==> src/core/sscp_pkg.sv <==
// Shared constants and types of the serial slave command port
package sscp_pkg;

  // Core clock rate and nonvolatile store time
  localparam int CLK_FREQ_KHZ        = 10000;
  localparam int NV_STORE_TIME_MS    = 10;
  localparam int NV_STORE_CYCLES_DEF = NV_STORE_TIME_MS * CLK_FREQ_KHZ;
  localparam int NV_CNT_W            = 17;

  // Input filter depth in core cycles
  localparam int FILT_LEN = 3;

  // Command codes selecting a register or an action
  localparam logic [7:0] CMD_DAC      = 8'h08;
  localparam logic [7:0] CMD_OFFSET   = 8'h0e;
  localparam logic [7:0] CMD_DIV      = 8'h01;
  localparam logic [7:0] CMD_MUX      = 8'h02;
  localparam logic [7:0] CMD_ADDR     = 8'h0d;
  localparam logic [7:0] CMD_RANGE    = 8'h37;
  localparam logic [7:0] CMD_NV_STORE = 8'h3f;

  // Field positions inside the device-address register
  localparam int ADDR_WC_BIT  = 3;
  localparam int ADDR_SEL_MSB = 2;

  // Reset values of the working registers
  localparam logic [9:0] DAC_RST    = 10'h000;
  localparam logic [4:0] OFFSET_RST = 5'h00;
  localparam logic [9:0] DIV_RST    = 10'h000;
  localparam logic [9:0] MUX_RST    = 10'h000;
  localparam logic [3:0] ADDR_RST   = 4'h0;

  // Fill values for unused read bits
  localparam logic [2:0] OFFSET_FILL = 3'h7;
  localparam logic [7:0] READ_PAD    = 8'h00;

  // Working register image, also the image sent to nonvolatile memory
  typedef struct packed {
    logic [9:0] dac_word;
    logic [4:0] offset_word;
    logic [9:0] div_word;
    logic [9:0] output_select_word;
    logic [3:0] addr_word;
  } sscp_regs_type;

  // Serial line activity after filtering
  typedef struct packed {
    logic start;
    logic stop;
    logic scl_rise;
    logic scl_fall;
    logic sda;
  } sscp_line_type;

endpackage

==> src/core/sscp_slave.sv <==
`timescale 1ns/1ns
// Operation
// - Range read: high eight, then five low bits
// - Range register read-only, writes ignored
// - Store command with write-control set stores all
// - Write-control clear: auto-store after register writes
// - Device-address write always stores
// - START: data falls while clock high
// - STOP: data rises while clock high
// - Data changes only while clock low
// - Eight-bit bytes plus acknowledge, unlimited count
// - Works at standard and fast rates
// - Acknowledge held low through clock high
// - Not-acknowledge everything while store runs
// - Master not-acknowledge: release data line
// - Repeated START restarts control byte reception
// - Read direction: device transmits on data
// - Control byte: type, three select, direction
// - Select defaults zero, follows written value
// - Direction one reads, zero writes
// - Acknowledge control byte only on full match
// - Acknowledge every received write byte
// - Command byte first, restart for reads
// - Write-control bit beside select bits, default zero
// - Busy window lasts until store completes
module sscp_slave
  import sscp_pkg::*;
#(
  parameter int         NV_STORE_CYCLES = NV_STORE_CYCLES_DEF, // Store duration
  parameter logic [3:0] TYPE_CODE       = 4'h5                 // Arbitrary value
) (
  input  wire logic          i_core_clk,          // Core clock
  input  wire logic          i_rst,               // Synchronous reset
  input  wire logic          i_scl,               // Serial clock pin
  input  wire logic          i_sda,               // Serial data pin level
  output logic               o_sda_out,           // Data pin drive value
  output logic               o_sda_oe,            // Data pin pulled low
  input  wire logic [13:0]   i_default_offset_code, // Factory range value
  output sscp_regs_type      o_regs,              // Working registers
  output sscp_regs_type      o_nv_image,          // Image being stored
  output logic               o_nv_store,          // Store start pulse
  output logic               o_nv_busy            // Store in progress
);

  // Bus transfer states
  typedef enum logic [2:0] {
    ST_IDLE,
    ST_RX,
    ST_ACK,
    ST_TX,
    ST_TXACK
  } sscp_state_type;

  // Meaning of the byte being received
  typedef enum logic [1:0] {
    ROLE_CTRL,
    ROLE_CMD,
    ROLE_DATA
  } sscp_role_type;

  // Synchronisers and filters
  logic [1:0]          scl_sync_reg;     // Two-stage clock sync
  logic [1:0]          sda_sync_reg;     // Two-stage data sync
  logic [FILT_LEN-1:0] scl_hist_reg;     // Recent clock samples
  logic [FILT_LEN-1:0] sda_hist_reg;     // Recent data samples
  logic                scl_filt_reg;     // Filtered clock
  logic                sda_filt_reg;     // Filtered data
  sscp_line_type       line;             // Decoded line events

  // Protocol state
  sscp_state_type      state_reg;        // Transfer state
  sscp_role_type       role_reg;         // Current byte role
  logic [3:0]          bit_cnt_reg;      // Bits of current byte
  logic [7:0]          shift_reg;        // Receive and transmit shifter
  logic                read_mode_reg;    // Transfer is a read
  logic [7:0]          cmd_reg;          // Last command byte
  logic                byte_idx_reg;     // Data byte within command
  logic                sda_drive_reg;    // Pulling data line low
  logic                master_ack_reg;   // Master acknowledged last byte

  // Registers and store control
  sscp_regs_type       regs_reg;         // Working registers
  sscp_regs_type       nv_image_reg;     // Snapshot for the store
  logic                store_pend_reg;   // Store due at end of transfer
  logic                nv_store_reg;     // Store start pulse
  logic [NV_CNT_W-1:0] nv_cnt_reg;       // Store time left

  // Synchronise pin inputs through two flops
  always_ff @(posedge i_core_clk) begin
    scl_sync_reg <= {scl_sync_reg[0], i_scl};
    sda_sync_reg <= {sda_sync_reg[0], i_sda};
  end

  // Shift history of the second sync stage only
  always_ff @(posedge i_core_clk) begin
    scl_hist_reg <= {scl_hist_reg[FILT_LEN-2:0], scl_sync_reg[1]};
    sda_hist_reg <= {sda_hist_reg[FILT_LEN-2:0], sda_sync_reg[1]};
  end

  // Filtered level changes only when all samples agree
  wire scl_all_hi = &scl_hist_reg;
  wire scl_all_lo = ~|scl_hist_reg;
  wire sda_all_hi = &sda_hist_reg;
  wire sda_all_lo = ~|sda_hist_reg;
  wire scl_filt_next = scl_all_hi ? 1'b1 : (scl_all_lo ? 1'b0 : scl_filt_reg);
  wire sda_filt_next = sda_all_hi ? 1'b1 : (sda_all_lo ? 1'b0 : sda_filt_reg);

  // Filter stage, idles high like the bus
  always_ff @(posedge i_core_clk) begin
    if (i_rst) begin
      scl_filt_reg <= 1'b1;
      sda_filt_reg <= 1'b1;
    end else begin
      scl_filt_reg <= scl_filt_next;
      sda_filt_reg <= sda_filt_next;
    end
  end

  // Line events; edges at 400 kHz span many core cycles
  assign line.scl_rise = scl_filt_next & ~scl_filt_reg;
  assign line.scl_fall = ~scl_filt_next & scl_filt_reg;
  assign line.start    = scl_filt_reg & scl_filt_next
                         & sda_filt_reg & ~sda_filt_next;
  assign line.stop     = scl_filt_reg & scl_filt_next
                         & ~sda_filt_reg & sda_filt_next;
  assign line.sda      = sda_filt_next;

  // Received byte decode
  wire [7:0] rx_byte   = shift_reg;
  wire       byte_done = (bit_cnt_reg == 4'h8);
  wire       busy      = (nv_cnt_reg != '0);
  wire [2:0] my_select = regs_reg.addr_word[ADDR_SEL_MSB:0];
  wire       wc_set    = regs_reg.addr_word[ADDR_WC_BIT];
  wire       ctrl_match = (rx_byte[7:4] == TYPE_CODE)
                          && (rx_byte[3:1] == my_select);
  wire       ack_ctrl  = ctrl_match & ~busy;
  wire       rx_ack    = (role_reg == ROLE_CTRL) ? ack_ctrl : ~busy;

  // Writable command codes
  wire cmd_wide = (cmd_reg == CMD_DAC) || (cmd_reg == CMD_DIV)
                  || (cmd_reg == CMD_MUX);
  wire cmd_writable = cmd_wide || (cmd_reg == CMD_OFFSET)
                      || (cmd_reg == CMD_ADDR);
  wire data_write = (role_reg == ROLE_DATA) & cmd_writable & ~busy;

  // Store request from a finished command or data byte
  wire req_cmd_store = (role_reg == ROLE_CMD) & (rx_byte == CMD_NV_STORE)
                       & wc_set & ~busy;
  wire req_auto = data_write & (~wc_set | (cmd_reg == CMD_ADDR));

  // Read data for the current command and byte index
  wire [13:0] range_v = i_default_offset_code;
  // Low part selected already in the gap before the second byte is loaded
  wire        tx_second = (state_reg == ST_TXACK) | byte_idx_reg;
  logic [7:0] tx_byte;
  always_comb begin
    tx_byte = READ_PAD;
    case (cmd_reg)
      CMD_DAC:    tx_byte = tx_second ? {regs_reg.dac_word[1:0], 6'h00}
                                      : regs_reg.dac_word[9:2];
      CMD_DIV:    tx_byte = tx_second ? {regs_reg.div_word[1:0], 6'h00}
                                      : regs_reg.div_word[9:2];
      CMD_MUX:    tx_byte = tx_second
                            ? {regs_reg.output_select_word[1:0], 6'h00}
                            : regs_reg.output_select_word[9:2];
      CMD_OFFSET: tx_byte = {OFFSET_FILL, regs_reg.offset_word};
      CMD_ADDR:   tx_byte = {4'h0, regs_reg.addr_word};
      CMD_RANGE:  tx_byte = tx_second ? {range_v[4:0], 3'h0}
                                      : range_v[13:6];
      default:    tx_byte = READ_PAD;
    endcase
  end

  // Byte receive, acknowledge and transmit sequencing
  always_ff @(posedge i_core_clk) begin
    if (i_rst) begin
      state_reg      <= ST_IDLE;
      role_reg       <= ROLE_CTRL;
      bit_cnt_reg    <= 4'h0;
      shift_reg      <= 8'h00;
      read_mode_reg  <= 1'b0;
      cmd_reg        <= 8'h00;
      byte_idx_reg   <= 1'b0;
      sda_drive_reg  <= 1'b0;
      master_ack_reg <= 1'b0;
    end else if (line.start) begin
      // Start or repeated start: expect a control byte
      state_reg     <= ST_RX;
      role_reg      <= ROLE_CTRL;
      bit_cnt_reg   <= 4'h0;
      sda_drive_reg <= 1'b0;
    end else if (line.stop) begin
      // Stop ends any transfer
      state_reg     <= ST_IDLE;
      sda_drive_reg <= 1'b0;
    end else begin
      case (state_reg)
        ST_RX: begin
          // Sample on rise, decide on the fall after the eighth bit
          if (line.scl_rise && !byte_done) begin
            shift_reg   <= {shift_reg[6:0], line.sda};
            bit_cnt_reg <= bit_cnt_reg + 4'h1;
          end else if (line.scl_fall && byte_done) begin
            bit_cnt_reg <= 4'h0;
            if (rx_ack) begin
              state_reg     <= ST_ACK;
              sda_drive_reg <= 1'b1;
              if (role_reg == ROLE_CTRL) begin
                read_mode_reg <= rx_byte[0];
                byte_idx_reg  <= 1'b0;
              end else if (role_reg == ROLE_CMD) begin
                cmd_reg      <= rx_byte;
                byte_idx_reg <= 1'b0;
              end else begin
                byte_idx_reg <= 1'b1;
              end
            end else begin
              state_reg <= ST_IDLE;
            end
          end
        end
        ST_ACK: begin
          // Release after the acknowledge pulse, or drive the first bit of a read
          if (line.scl_fall) begin
            if ((role_reg == ROLE_CTRL) && read_mode_reg) begin
              state_reg     <= ST_TX;
              shift_reg     <= tx_byte;
              sda_drive_reg <= ~tx_byte[7];
            end else begin
              state_reg     <= ST_RX;
              sda_drive_reg <= 1'b0;
              role_reg      <= (role_reg == ROLE_CTRL) ? ROLE_CMD : ROLE_DATA;
            end
          end
        end
        ST_TX: begin
          // Shift next bit out while the clock is low
          if (line.scl_fall) begin
            if (bit_cnt_reg == 4'h7) begin
              bit_cnt_reg   <= 4'h0;
              state_reg     <= ST_TXACK;
              sda_drive_reg <= 1'b0;
            end else begin
              bit_cnt_reg   <= bit_cnt_reg + 4'h1;
              shift_reg     <= {shift_reg[6:0], 1'b0};
              sda_drive_reg <= ~shift_reg[6];
            end
          end
        end
        ST_TXACK: begin
          // Master answer sampled on rise, acted on at fall
          if (line.scl_rise) begin
            master_ack_reg <= ~line.sda;
          end else if (line.scl_fall) begin
            if (master_ack_reg) begin
              state_reg     <= ST_TX;
              shift_reg     <= byte_idx_reg ? READ_PAD : tx_byte;
              sda_drive_reg <= byte_idx_reg ? ~READ_PAD[7] : ~tx_byte[7];
              byte_idx_reg  <= 1'b1;
            end else begin
              state_reg     <= ST_IDLE;
              sda_drive_reg <= 1'b0;
            end
          end
        end
        default: begin
          // Idle: line released until next START
          sda_drive_reg <= 1'b0;
        end
      endcase
    end
  end

  // Register write strobe at the end of each accepted data byte to a writable command
  wire wr_strobe = (state_reg == ST_RX) & line.scl_fall & byte_done
                   & ~line.start & ~line.stop & data_write;
  wire cmd_strobe = (state_reg == ST_RX) & line.scl_fall & byte_done
                    & ~line.start & ~line.stop & req_cmd_store;
  wire wide_hi = cmd_wide & ~byte_idx_reg;

  // Working register updates
  always_ff @(posedge i_core_clk) begin
    if (i_rst) begin
      regs_reg.dac_word           <= DAC_RST;
      regs_reg.offset_word        <= OFFSET_RST;
      regs_reg.div_word           <= DIV_RST;
      regs_reg.output_select_word <= MUX_RST;
      regs_reg.addr_word          <= ADDR_RST;
    end else if (wr_strobe) begin
      case (cmd_reg)
        CMD_DAC: begin
          if (wide_hi) regs_reg.dac_word[9:2] <= rx_byte;
          else regs_reg.dac_word[1:0] <= rx_byte[7:6];
        end
        CMD_DIV: begin
          if (wide_hi) regs_reg.div_word[9:2] <= rx_byte;
          else regs_reg.div_word[1:0] <= rx_byte[7:6];
        end
        CMD_MUX: begin
          if (wide_hi) regs_reg.output_select_word[9:2] <= rx_byte;
          else regs_reg.output_select_word[1:0] <= rx_byte[7:6];
        end
        CMD_OFFSET: regs_reg.offset_word <= rx_byte[4:0];
        CMD_ADDR:   regs_reg.addr_word   <= rx_byte[3:0];
        default:    regs_reg.offset_word <= regs_reg.offset_word;
      endcase
    end
  end

  // Store launches when the transfer ends
  wire xfer_end = (line.stop | line.start) & store_pend_reg & ~busy;

  // Pending store flag; a new request wins over the launch clear
  always_ff @(posedge i_core_clk) begin
    if (i_rst) begin
      store_pend_reg <= 1'b0;
    end else if ((wr_strobe & req_auto) | cmd_strobe) begin
      store_pend_reg <= 1'b1;
    end else if (xfer_end) begin
      store_pend_reg <= 1'b0;
    end
  end

  // Store timer, snapshot and start pulse
  always_ff @(posedge i_core_clk) begin
    if (i_rst) begin
      nv_cnt_reg   <= '0;
      nv_store_reg <= 1'b0;
      nv_image_reg <= '0;
    end else begin
      nv_store_reg <= xfer_end;
      if (xfer_end) begin
        nv_cnt_reg   <= NV_CNT_W'(NV_STORE_CYCLES);
        nv_image_reg <= regs_reg;
      end else if (busy) begin
        nv_cnt_reg <= nv_cnt_reg - NV_CNT_W'(1);
      end
    end
  end

  // Outputs
  assign o_sda_out  = 1'b0;
  assign o_sda_oe   = sda_drive_reg;
  assign o_regs     = regs_reg;
  assign o_nv_image = nv_image_reg;
  assign o_nv_store = nv_store_reg;
  assign o_nv_busy  = busy;

endmodule

==> config.mk <==
export PLATFORM = sky130hd
export DESIGN_NAME = sscp_slave
export DESIGN_NICKNAME = d
export VERILOG_FILES = /design/src/core/sscp_pkg.sv /design/src/core/sscp_slave.sv
export SDC_FILE = /design/constraint.sdc
export NUM_CORES = 1
export LEC_CHECK = 0
export ABC_AREA = 1
export ABC_CLOCK_PERIOD_IN_PS = 5200
export BUFFER_PORTS_ARGS = -buffer_cell sky130_fd_sc_hd__buf_2
export CORE_AREA = 2 2 126 140
export CTS_BUF_LIST = sky130_fd_sc_hd__clkbuf_8
export DETAILED_ROUTE_END_ITERATION = 10
export DIE_AREA = 0 0 128 142
export HOLD_SLACK_MARGIN = 0.12
export SYNTH_ARGS = -nofsm -noshare
export SYNTH_HDL_FRONTEND = slang
export SYNTH_SLANG_ARGS = --single-unit
==> constraint.sdc <==
create_clock -name i_core_clk -period 5.2 [get_ports i_core_clk]
set_input_delay 0.78 -clock i_core_clk [delete_from_list [all_inputs] [get_ports i_core_clk]]
set_output_delay 0.78 -clock i_core_clk [all_outputs]
set_load 0.01 [all_outputs]
==> results.tsv, run 1 <==
stage	metric	value	unit
run_status	status	complete, no violations	
logic_synthesis	netlist.area_leader.share	41.8	%
cts	clkTransAtPathRegs	90	ps
route	postRouteAntennaNets	0	
sta	clock_skew	17.9	ps
floorplan	die_h	142	µm
route	wl	18400	µm
cts	postCtsSetupRepairBufs	0	
setup_path	worstSetupStartpointType	flip-flop	
logic_synthesis	yosys.cell_types.count	42	
sta	timing.slew.headroom	32.4	%
final_layout	area_growth_syn_to_layout	14.8	%
route	route.detailed.drc	0	
placement	place.gp.congestion	0.906	
setup_path	cp_common_cell	nand2_1	
final_layout	instances_no_fill	1297	
grt	grt_pass1_wl	29900	µm
route	wl_per_cell	14.2	µm
power_and_ir_drop	pwr_density_cell	362	nW/µm²
final_layout	antenna_cells	0	
grt	grt_start_max_net_pins	55	
cts	clock-sinks	138	
logic_synthesis	yosysSeqAreaShare	41.8	%
sta	post-route-period-util	53.6	%
setup_path	slowest_stage	nor2_4	
setup_path	cp.required	5600	ps
cts	cts_tree	yes	
logic_synthesis	synth_top_flop_cell	dfxtp_1	
logic_synthesis	syn_nets	1017	
floorplan	dieArea	18200	µm²
logic_synthesis	ys_ff_latch	138	
final_layout	fin_util	45.2	%
final_layout	fill_cells	1811	
setup_path	crit_chain	nor3_2 -> nand2_1 -> a21oi_2 -> nand2_1 -> nor2_1 -> inv_2 -> nor2_4 -> nand2_1 -> nand2_1	
sta	tns	0	ps
worst_hold_path	hp-class	reg -> reg	
floorplan	start_util	39.4	%
sta	setup_viol	0	
cts	postCtsHoldBufs	0	
logic_synthesis	synth_largest_area_cell	dfxtp_1	
sta	setup_slack	2410	ps
logic_synthesis	synth_most_common_cell	nand2_1	
cts	cts_resized	0	
setup_path	worstSetupEndpointType	flip-flop	
cts	root_buffer	clkbuf_8	
sta	fmax	0.359	GHz
power_and_ir_drop	cellLeakagePower	3.99	nW
floorplan	core_area	16800	µm²
logic_synthesis	syn-mean-instance-area	6.64	µm²
placement	place_hpwl	13100	µm
final_layout	drive_above_1_share	15.8	%
sta	hold_violations	0	
logic_synthesis	synth_area_leaders	dfxtp_1, nand2_1, nor2_1, inv_1, nand3_1	
sta	period_needed	2790	ps
placement	pre_cts_ws	2380	ps
logic_synthesis	synthArstFlopShare	0	%
cts	clock_latency	460	ps
setup_path	slowest_delay	900	ps
route	drtIter0Drc	379	
logic_synthesis	synthTopCellsByCount	nand2_1, nor2_1, dfxtp_1	
final_layout	fin_nets	1098	
cts	cts_buffers	17	
placement	port_buffers	97	
floorplan	fp.dieW	128	µm
sta	rsz0062_at_grt	no	
grt	grt_pass1_vias	5767	
grt	grt_antenna_before_repair	0	
setup_path	crit_type	reg -> reg	
route	routed_via_density	4.89	
logic_synthesis	ys_warn_count	0	
power_and_ir_drop	ir_drop	0.166	mV
route	num_vias	6343	
setup_path	path_max_fanout	44	
floorplan	io_pins	100	
grt	grt-ovfl-total	0	
cts	htree_levels	4	
logic_synthesis	synth_cells	995	
grt	global_route.usage.total	21.0	%
cts	clock_path_buffers	2	
logic_synthesis	netlist_area	6610	µm²
setup_path	crit_arrival	3190	ps
sta	slew_violations	0	
floorplan	fp-row-count	50	
flow_run	cap_violations	0	
sta	tightest_slew	1010	ps
placement	dp.cells	1265	
logic_synthesis	synth_edf_count	0	
route	drt-pass1-iter-count	5	
==> final timing paths <==
check / depth (start not counted) / from / slack, ps / end
worst min-delay path: 0 / scl_sync_reg[0] / 330 / scl_sync_reg[1]
worst max register to register: 9 / sda_hist_reg[1] / 2410 / o_nv_image[36]
worst max-delay path: 9 / sda_hist_reg[1] / 2410 / o_nv_image[36]
worst min register to register: 0 / scl_sync_reg[0] / 330 / scl_sync_reg[1]
==> cell usage in the layout, fill, tap and decap left out, drive strengths merged <==
cell and n:
o21bai 2, or3 1, nand3b 2, nor3 19
o311ai 1, clkinvlp 2, conb 1, nor2 175
xnor2 2, o21a 2, clkinv 4, a21oi 48
nor4 1, a211oi 5, a31oi 3, o211ai 4
nand3 77, ha 4, nand2 290, xor2 7
o21ai 35, o22ai 3, dfxtp 138, a21o 1
buf 98, inv 127, or2 4, clkbuf 19
bufinv 1, nand4 13
==> area by class of cell <==
type                    count  area [µm²]  share of cell area (%)
repair buffers             98         493                    6.50
inverters                 121         454                    5.99
clock inverters            13         131                    1.73
clock buffers              19         262                    3.45
well taps                 208         260                    3.43
multi-input cells         700        3220                    42.5
flip-flops and latches    138        2760                    36.4
==> where the power goes <==
part	leakage [nW]	switching, W	internal [W]	total, W
Sequential	1.12	0.0000965	0.00113	0.00123
Clock	0.196	0.000466	0.000415	0.000882
Combinational	2.67	0.000423	0.000213	0.000636
Total	3.99	0.000986	0.00176	0.00275
==> logic make-up after synthesis <==
family	Yosys count	synth area share, %
AO/OA/AOI/OAI	104	8.63
XOR/XNOR	9	1.19
adder cells (fa/ha/maj)	4	0.757
buffers and inverters	157	9.50
flip-flops	138	41.8
other	1	0.0567
AND/OR/NAND/NOR	582	38.1
==> worst max-delay path, delay by kind of cell (launching register included) <==
kind	cells	cell delay, ps
AOI/OAI and AO/OA	1	310
buffers and inverters	1	330
DFF	1	350
and+or+nand+nor	7	1740
==> metal layers <==
layer  up-vias  track usage [%]  share of wire, %
met5         -                0                 0
met4         0             8.27               2.6
met3        29             4.89               5.2
met2       158             34.4                47
met1      2876             26.8                45
li1       3280                -                 -
==> per-stage QoR <==
| step | area (µm²) | total power [W] | hold slack [ps] |
|---|---|---|---|
| final | 7590 | 0.00275 | 333 |
| after global routing | 7590 | 0.00293 | 342 |
| after CTS | 7590 | 0.00277 | 335 |
| after detailed placement | 7190 | 0.00189 | 314 |
| after global placement | 7190 | 0.00188 | 313 |
| after floorplan | 6610 | 0.00175 | 310 |
No activity file was read; power rests on OpenSTA's default activity.
==> run 2: changes to the inputs <==
--- a/config.mk
+++ b/config.mk
@@ -5,13 +5,13 @@
 export SDC_FILE = /design/constraint.sdc
 export NUM_CORES = 1
 export LEC_CHECK = 0
-export ABC_AREA = 1
-export ABC_CLOCK_PERIOD_IN_PS = 5200
+export ABC_AREA = 0
+export ABC_CLOCK_PERIOD_IN_PS = 2900
 export BUFFER_PORTS_ARGS = -buffer_cell sky130_fd_sc_hd__buf_2
-export CORE_AREA = 2 2 126 140
+export CORE_AREA = 2 2 125 139
 export CTS_BUF_LIST = sky130_fd_sc_hd__clkbuf_8
 export DETAILED_ROUTE_END_ITERATION = 10
-export DIE_AREA = 0 0 128 142
+export DIE_AREA = 0 0 127 141
 export HOLD_SLACK_MARGIN = 0.12
 export SYNTH_ARGS = -nofsm -noshare
 export SYNTH_HDL_FRONTEND = slang
==> constraint.sdc (replaced) <==
create_clock -name i_core_clk -period 2.9 [get_ports i_core_clk]
set_input_delay 0.435 -clock i_core_clk [delete_from_list [all_inputs] [get_ports i_core_clk]]
set_output_delay 0.435 -clock i_core_clk [all_outputs]
set_load 0.01 [all_outputs]
==> run 2 against run 1 <==
  * Critical path depth down 5
  * Synthesized cell count down 25%
  * Count of clock-buffer cells in the layout down 2
  * Largest cell class unchanged
  * Global-route usage up 0.44 points
  * Core utilization up 1.2 points
  * First-iteration DRC count down 5.8%
  * Die area down 1.5%
  * Cell area up 1.9%
  * Wire length up 2.9%
  * Critical path type is now reg -> out
  * Non-clock buffer count up 40
  * Clock power up 87%
==> results.tsv, run 2 <==
stage	metric	value	unit
sta	tns	0	ps
route	wl	19000	µm
flow_run	cap_violations	0	
sta	tightest_slew	852	ps
grt	grt_antenna_before_repair	0	
placement	place.gp.congestion	0.933	
cts	clock-sinks	138	
power_and_ir_drop	ir_drop	0.347	mV
grt	grt_pass1_wl	30200	µm
cts	cts_buffers	17	
grt	grt-ovfl-total	0	
logic_synthesis	synth_largest_area_cell	dfxtp_1	
logic_synthesis	yosys.cell_types.count	69	
route	routed_via_density	5.52	
logic_synthesis	syn_nets	772	
final_layout	fin_util	46.5	%
route	wl_per_cell	17.6	µm
setup_path	r2r_cells	7	
cts	postCtsSetupRepairBufs	0	
setup_path	r2r_slack	350	ps
logic_synthesis	ys_ff_latch	138	
final_layout	area_growth_syn_to_layout	20.0	%
logic_synthesis	netlist.area_leader.share	42.9	%
route	drt-pass1-iter-count	5	
final_layout	drive_above_1_share	23.0	%
sta	fmax	0.371	GHz
worst_hold_path	min-delay-start	sda_sync_reg[1]	
power_and_ir_drop	cellLeakagePower	3.07	nW
grt	global_route.usage.total	21.4	%
grt	grt_start_max_net_pins	51	
grt	grt_pass1_vias	5533	
sta	timing.slew.headroom	42.8	%
setup_path	cp.required	2470	ps
sta	period_needed	2700	ps
final_layout	final_common_cell	dfxtp_1	
final_layout	fill_cells	1699	
final_layout	fin_nets	876	
floorplan	io_pins	100	
cts	cts_tree	yes	
setup_path	crit_type	reg -> out	
sta	rsz0062_at_grt	no	
logic_synthesis	syn-mean-instance-area	8.59	µm²
power_and_ir_drop	pwr_density_cell	614	nW/µm²
floorplan	die_h	141	µm
cts	clock_latency	460	ps
setup_path	path_max_fanout	8	
logic_synthesis	netlist_area	6440	µm²
route	postRouteAntennaNets	0	
placement	port_buffers	97	
sta	slew_violations	0	
logic_synthesis	synth_cells	750	
setup_path	timing.rr.end	o_sda_oe	
logic_synthesis	synth_most_common_cell	dfxtp_1	
logic_synthesis	ys_warn_count	0	
floorplan	fp-row-count	50	
setup_path	crit_arrival	2260	ps
setup_path	worstSetupEndpointType	output port	
setup_path	r2r-start	state_reg[1]	
floorplan	start_util	38.7	%
floorplan	core_area	16600	µm²
logic_synthesis	synth_area_leaders	dfxtp_1, mux2i_1, nand2_1, nor2_1, a21oi_1	
setup_path	worstSetupStartpointType	flip-flop	
cts	root_buffer	clkbuf_8	
sta	post-route-period-util	93.0	%
run_status	status	complete, no violations	
cts	clock_path_buffers	2	
logic_synthesis	synth_edf_count	0	
final_layout	antenna_cells	0	
logic_synthesis	synth_top_flop_cell	dfxtp_1	
logic_synthesis	yosysSeqAreaShare	42.9	%
floorplan	fp.dieW	127	µm
cts	clkTransAtPathRegs	80	ps
sta	hold_violations	0	
route	route.detailed.drc	0	
final_layout	most-common-layout-cells	dfxtp_1, nand2_1, nor2_1	
worst_hold_path	hold_depth	0	
worst_hold_path	hp-class	reg -> reg	
worst_hold_path	min_to	sda_hist_reg[0]	
setup_path	crit_chain	or4_4 -> nor4_4 -> nand3_2 -> buf_2	
logic_synthesis	synthArstFlopShare	0	%
sta	setup_viol	0	
setup_path	slowest_delay	570	ps
cts	htree_levels	4	
sta	clock_skew	13.7	ps
placement	place_hpwl	13200	µm
floorplan	dieArea	17900	µm²
setup_path	slowest_stage	or4_4	
route	drtIter0Drc	357	
route	num_vias	5936	
logic_synthesis	synthTopCellsByCount	dfxtp_1, nand2_1, nor2_1	
[run 2: cell types whose count changed in the layout (fill, tap and decap cells not counted), moves of 10 or more]
cell / before / now
a211oi_1: 5 / 16
a21oi_1: 47 / 65
buf_4: 1 / 39
inv_1: 111 / 9
inv_2: 10 / 0
mux2i_1: 0 / 56
nand2_1: 281 / 102
nand2b_1: 0 / 13
nand3_1: 75 / 6
nor2_1: 161 / 97
o21ai_1: 11 / 0
[run 2: cells by family after synthesis]
group | Yosys count | share of synthesized area, %
adders and majority gates | 4 | 0.777
other | 1 | 0.0582
and+or+nand+nor | 314 | 25.3
DFF | 138 | 42.9
AOI/OAI and AO/OA | 156 | 15.7
xor gates and xnor gates | 15 | 2.04
muxes | 60 | 9.40
buffers and inverters | 62 | 3.84
[run 2: per-stage QoR]
| step | cells | hold slack [ps] | power [W] | cell area (µm²) | setup slack, ps |
|---|---|---|---|---|---|
| finish | 1075 | 332 | 0.00475 | 7730 | 204 |
| detailed placement | 1041 | 319 | 0.00310 | 7300 | 384 |
| global placement | 1041 | 312 | 0.00308 | 7300 | 411 |
| floorplan | 750 | 310 | 0.00286 | 6440 | 568 |
| CTS | 1075 | 332 | 0.00477 | 7730 | 39.8 |
| global route | 1075 | 340 | 0.00501 | 7730 | 63.8 |
[run 2: power breakdown]
group          switching, W  internal [W]  total (W)
logic              0.000534      0.000414   0.000948
registers          0.000138       0.00201    0.00215
clock network      0.000856      0.000798    0.00165
[run 2: metal layers]
metal	vias up	wire length, µm	GRT usage (%)
met4	0	794	11.0
met3	51	984	4.93
met2	197	8910	33.7
met5	-	0	0
met1	2818	8270	27.6
li1	2870	-	-
[run 2: worst max-delay path, delay by kind of cell (launching register included)]
family                 cells  cell delay (ps)
AND/OR/NAND/NOR            3             1220
flip-flops                 1              360
buffers and inverters      1              220
[run 2: repair_timing]
| action | 4_1_cts | 5_1_grt |
|---|---|---|
| hold endpoints to repair | 2 | 0 |
| resized for setup | 0 | 1 |
| setup endpoints to repair | 0 | 1 |
| hold buffers | 2 | 0 |
[run 2: how the worst max path moves through the flow]
stage                     depth (start not counted)           start         end  slack [ps]
after global routing                              4   nv_cnt_reg[2]   o_nv_busy          60
after floorplan                                   9  bit_cnt_reg[0]  rx_byte[5]         570
after global placement                            6   nv_cnt_reg[2]   o_regs[3]         410
final                                             4   nv_cnt_reg[2]   o_nv_busy         200
after CTS                                         4   nv_cnt_reg[2]   o_nv_busy          40
after detailed placement                          6   nv_cnt_reg[2]   o_regs[3]         380
[run 2: layout make-up]
type / count / area [µm²] / area share, %
Multi-Input combinational cell: 550 / 3450 / 44.6
Sequential cell: 138 / 2760 / 35.7
Timing Repair Buffer: 138 / 813 / 10.5
Tap cell: 208 / 260 / 3.37
Clock buffer: 17 / 234 / 3.03
Clock inverter: 15 / 179 / 2.31
Inverter: 9 / 33.8 / 0.437
==> run 3: changes to the inputs <==
==> constraint.sdc (replaced) <==
create_clock -name i_core_clk -period 2.9 [get_ports i_core_clk]
set_input_delay 0.145 -clock i_core_clk [delete_from_list [all_inputs] [get_ports i_core_clk]]
set_output_delay 0.145 -clock i_core_clk [all_outputs]
set_load 0.01 [all_outputs]
==> run 3 against run 2 <==
  * Fmax up 4.8%
  * Non-clock buffer count down 6
  * Via count down 0.89%
  * Largest power group unchanged
==> results.tsv, run 3 (synthesis gave the netlist of run 2 again) <==
stage	metric	value	unit
cts	cts_buffers	17	
route	route.detailed.drc	0	
placement	place_hpwl	13100	µm
floorplan	dieArea	17900	µm²
final_layout	most-common-layout-cells	dfxtp_1, nand2_1, nor2_1	
setup_path	cp.required	2760	ps
grt	global_route.usage.total	21.2	%
route	wl	18700	µm
sta	fmax	0.389	GHz
cts	root_buffer	clkbuf_8	
sta	setup_viol	0	
route	postRouteAntennaNets	0	
grt	grt_pass1_vias	5428	
floorplan	fp-row-count	50	
setup_path	crit_arrival	2430	ps
cts	clock_latency	460	ps
grt	grt_start_max_net_pins	72	
flow_run	cap_violations	0	
sta	slew_violations	0	
sta	post-route-period-util	88.7	%
route	drt-pass1-iter-count	5	
route	num_vias	5883	
route	routed_via_density	5.50	
worst_hold_path	min-delay-start	i_rst	
placement	port_buffers	97	
cts	clkTransAtPathRegs	70	ps
worst_hold_path	hp-class	in -> reg	
sta	period_needed	2570	ps
setup_path	r2r_slack	340	ps
final_layout	fin_util	46.4	%
route	drtIter0Drc	436	
final_layout	antenna_cells	0	
power_and_ir_drop	ir_drop	0.301	mV
floorplan	start_util	38.7	%
setup_path	r2r-start	nv_cnt_reg[2]	
cts	clock_path_buffers	2	
floorplan	die_h	141	µm
final_layout	area_growth_syn_to_layout	19.9	%
floorplan	fp.dieW	127	µm
floorplan	io_pins	100	
sta	tightest_slew	770	ps
final_layout	drive_above_1_share	22.1	%
sta	rsz0062_at_grt	no	
final_layout	fill_cells	1696	
cts	clock-sinks	138	
grt	grt_pass1_wl	29800	µm
sta	clock_skew	11.0	ps
worst_hold_path	min_to	state_reg[0]	
setup_path	r2r_cells	6	
setup_path	crit_type	reg -> out	
worst_hold_path	hold_depth	2	
power_and_ir_drop	cellLeakagePower	3.07	nW
grt	grt-ovfl-total	0	
setup_path	startpoint	nv_cnt_reg[2]	
power_and_ir_drop	pwr_density_cell	626	nW/µm²
cts	htree_levels	4	
setup_path	worstSetupStartpointType	flip-flop	
final_layout	fin_nets	870	
setup_path	path_max_fanout	8	
floorplan	core_area	16600	µm²
sta	fin_hold_ws	233	ps
grt	grt_antenna_before_repair	0	
sta	tns	0	ps
run_status	status	complete, no violations	
cts	cts_resized	0	
route	wl_per_cell	17.5	µm
sta	hold_violations	0	
setup_path	worstSetupEndpointType	output port	
setup_path	timing.rr.end	o_regs[0]	
placement	place.gp.congestion	0.952	
sta	timing.slew.headroom	48.7	%
cts	cts_tree	yes	
final_layout	final_common_cell	dfxtp_1	
==> run 3: area by class of cell <==
| cell class | count | area (µm²) | share of cell area (%) |
|---|---|---|---|
| clock buffer | 17 | 234 | 3.03 |
| timing repair buffer | 132 | 768 | 9.94 |
| inverter | 9 | 33.8 | 0.437 |
| multi-input combinational | 550 | 3450 | 44.6 |
| sequential | 138 | 2760 | 35.8 |
| clock inverter | 15 | 223 | 2.88 |
| tap | 208 | 260 | 3.37 |
==> run 3: power breakdown <==
group          switching (W)  total, W  leakage, nW  internal [W]
logic               0.000504  0.000892         1.72      0.000388
clock network       0.000779   0.00181        0.234       0.00103
registers           0.000136   0.00214         1.12       0.00201
total                0.00142   0.00484         3.07       0.00342
==> run 3: metal layers <==
metal | wire length, µm | global-route usage, % | vias up
met5 | 0 | 0 | -
met4 | 551 | 9.02 | 0
met3 | 948 | 4.52 | 37
met2 | 9050 | 34.6 | 197
met1 | 8180 | 27.1 | 2798
li1 | - | - | 2851
==> run 3: metrics by stage <==
step | power (W) | setup WS (ps) | area, µm² | cells
after global routing | 0.00509 | 106 | 7730 | 1069
after CTS | 0.00489 | 347 | 7730 | 1069
after global placement | 0.00305 | 410 | 7250 | 1035
after floorplan | 0.00286 | 568 | 6440 | 750
final | 0.00484 | 326 | 7730 | 1069
after detailed placement | 0.00307 | 387 | 7250 | 1035
==> run 3: timing repair <==
item,4_1_cts,5_1_grt
buffers inserted,0,0
hold endpoints to repair,2,0
hold buffers,2,0
==> run 3: worst max path at each step <==
stage | end | slack (ps) | depth (start not counted)
2_1_floorplan | rx_byte[5] | 570 | 9
3_3_place_gp | o_regs[0] | 410 | 6
3_5_place_dp | o_regs[0] | 390 | 6
4_1_cts | o_nv_busy | 350 | 4
5_1_grt | cmd_reg[2] | 110 | 7
6_report | o_nv_busy | 330 | 4
==> run 3: worst max-delay path, cell delays in order, from the launching register on <==
cell     delay (ps)
dfxtp_1         370
or4_4           570
nor4_4          360
nand3_1         410
buf_2           270
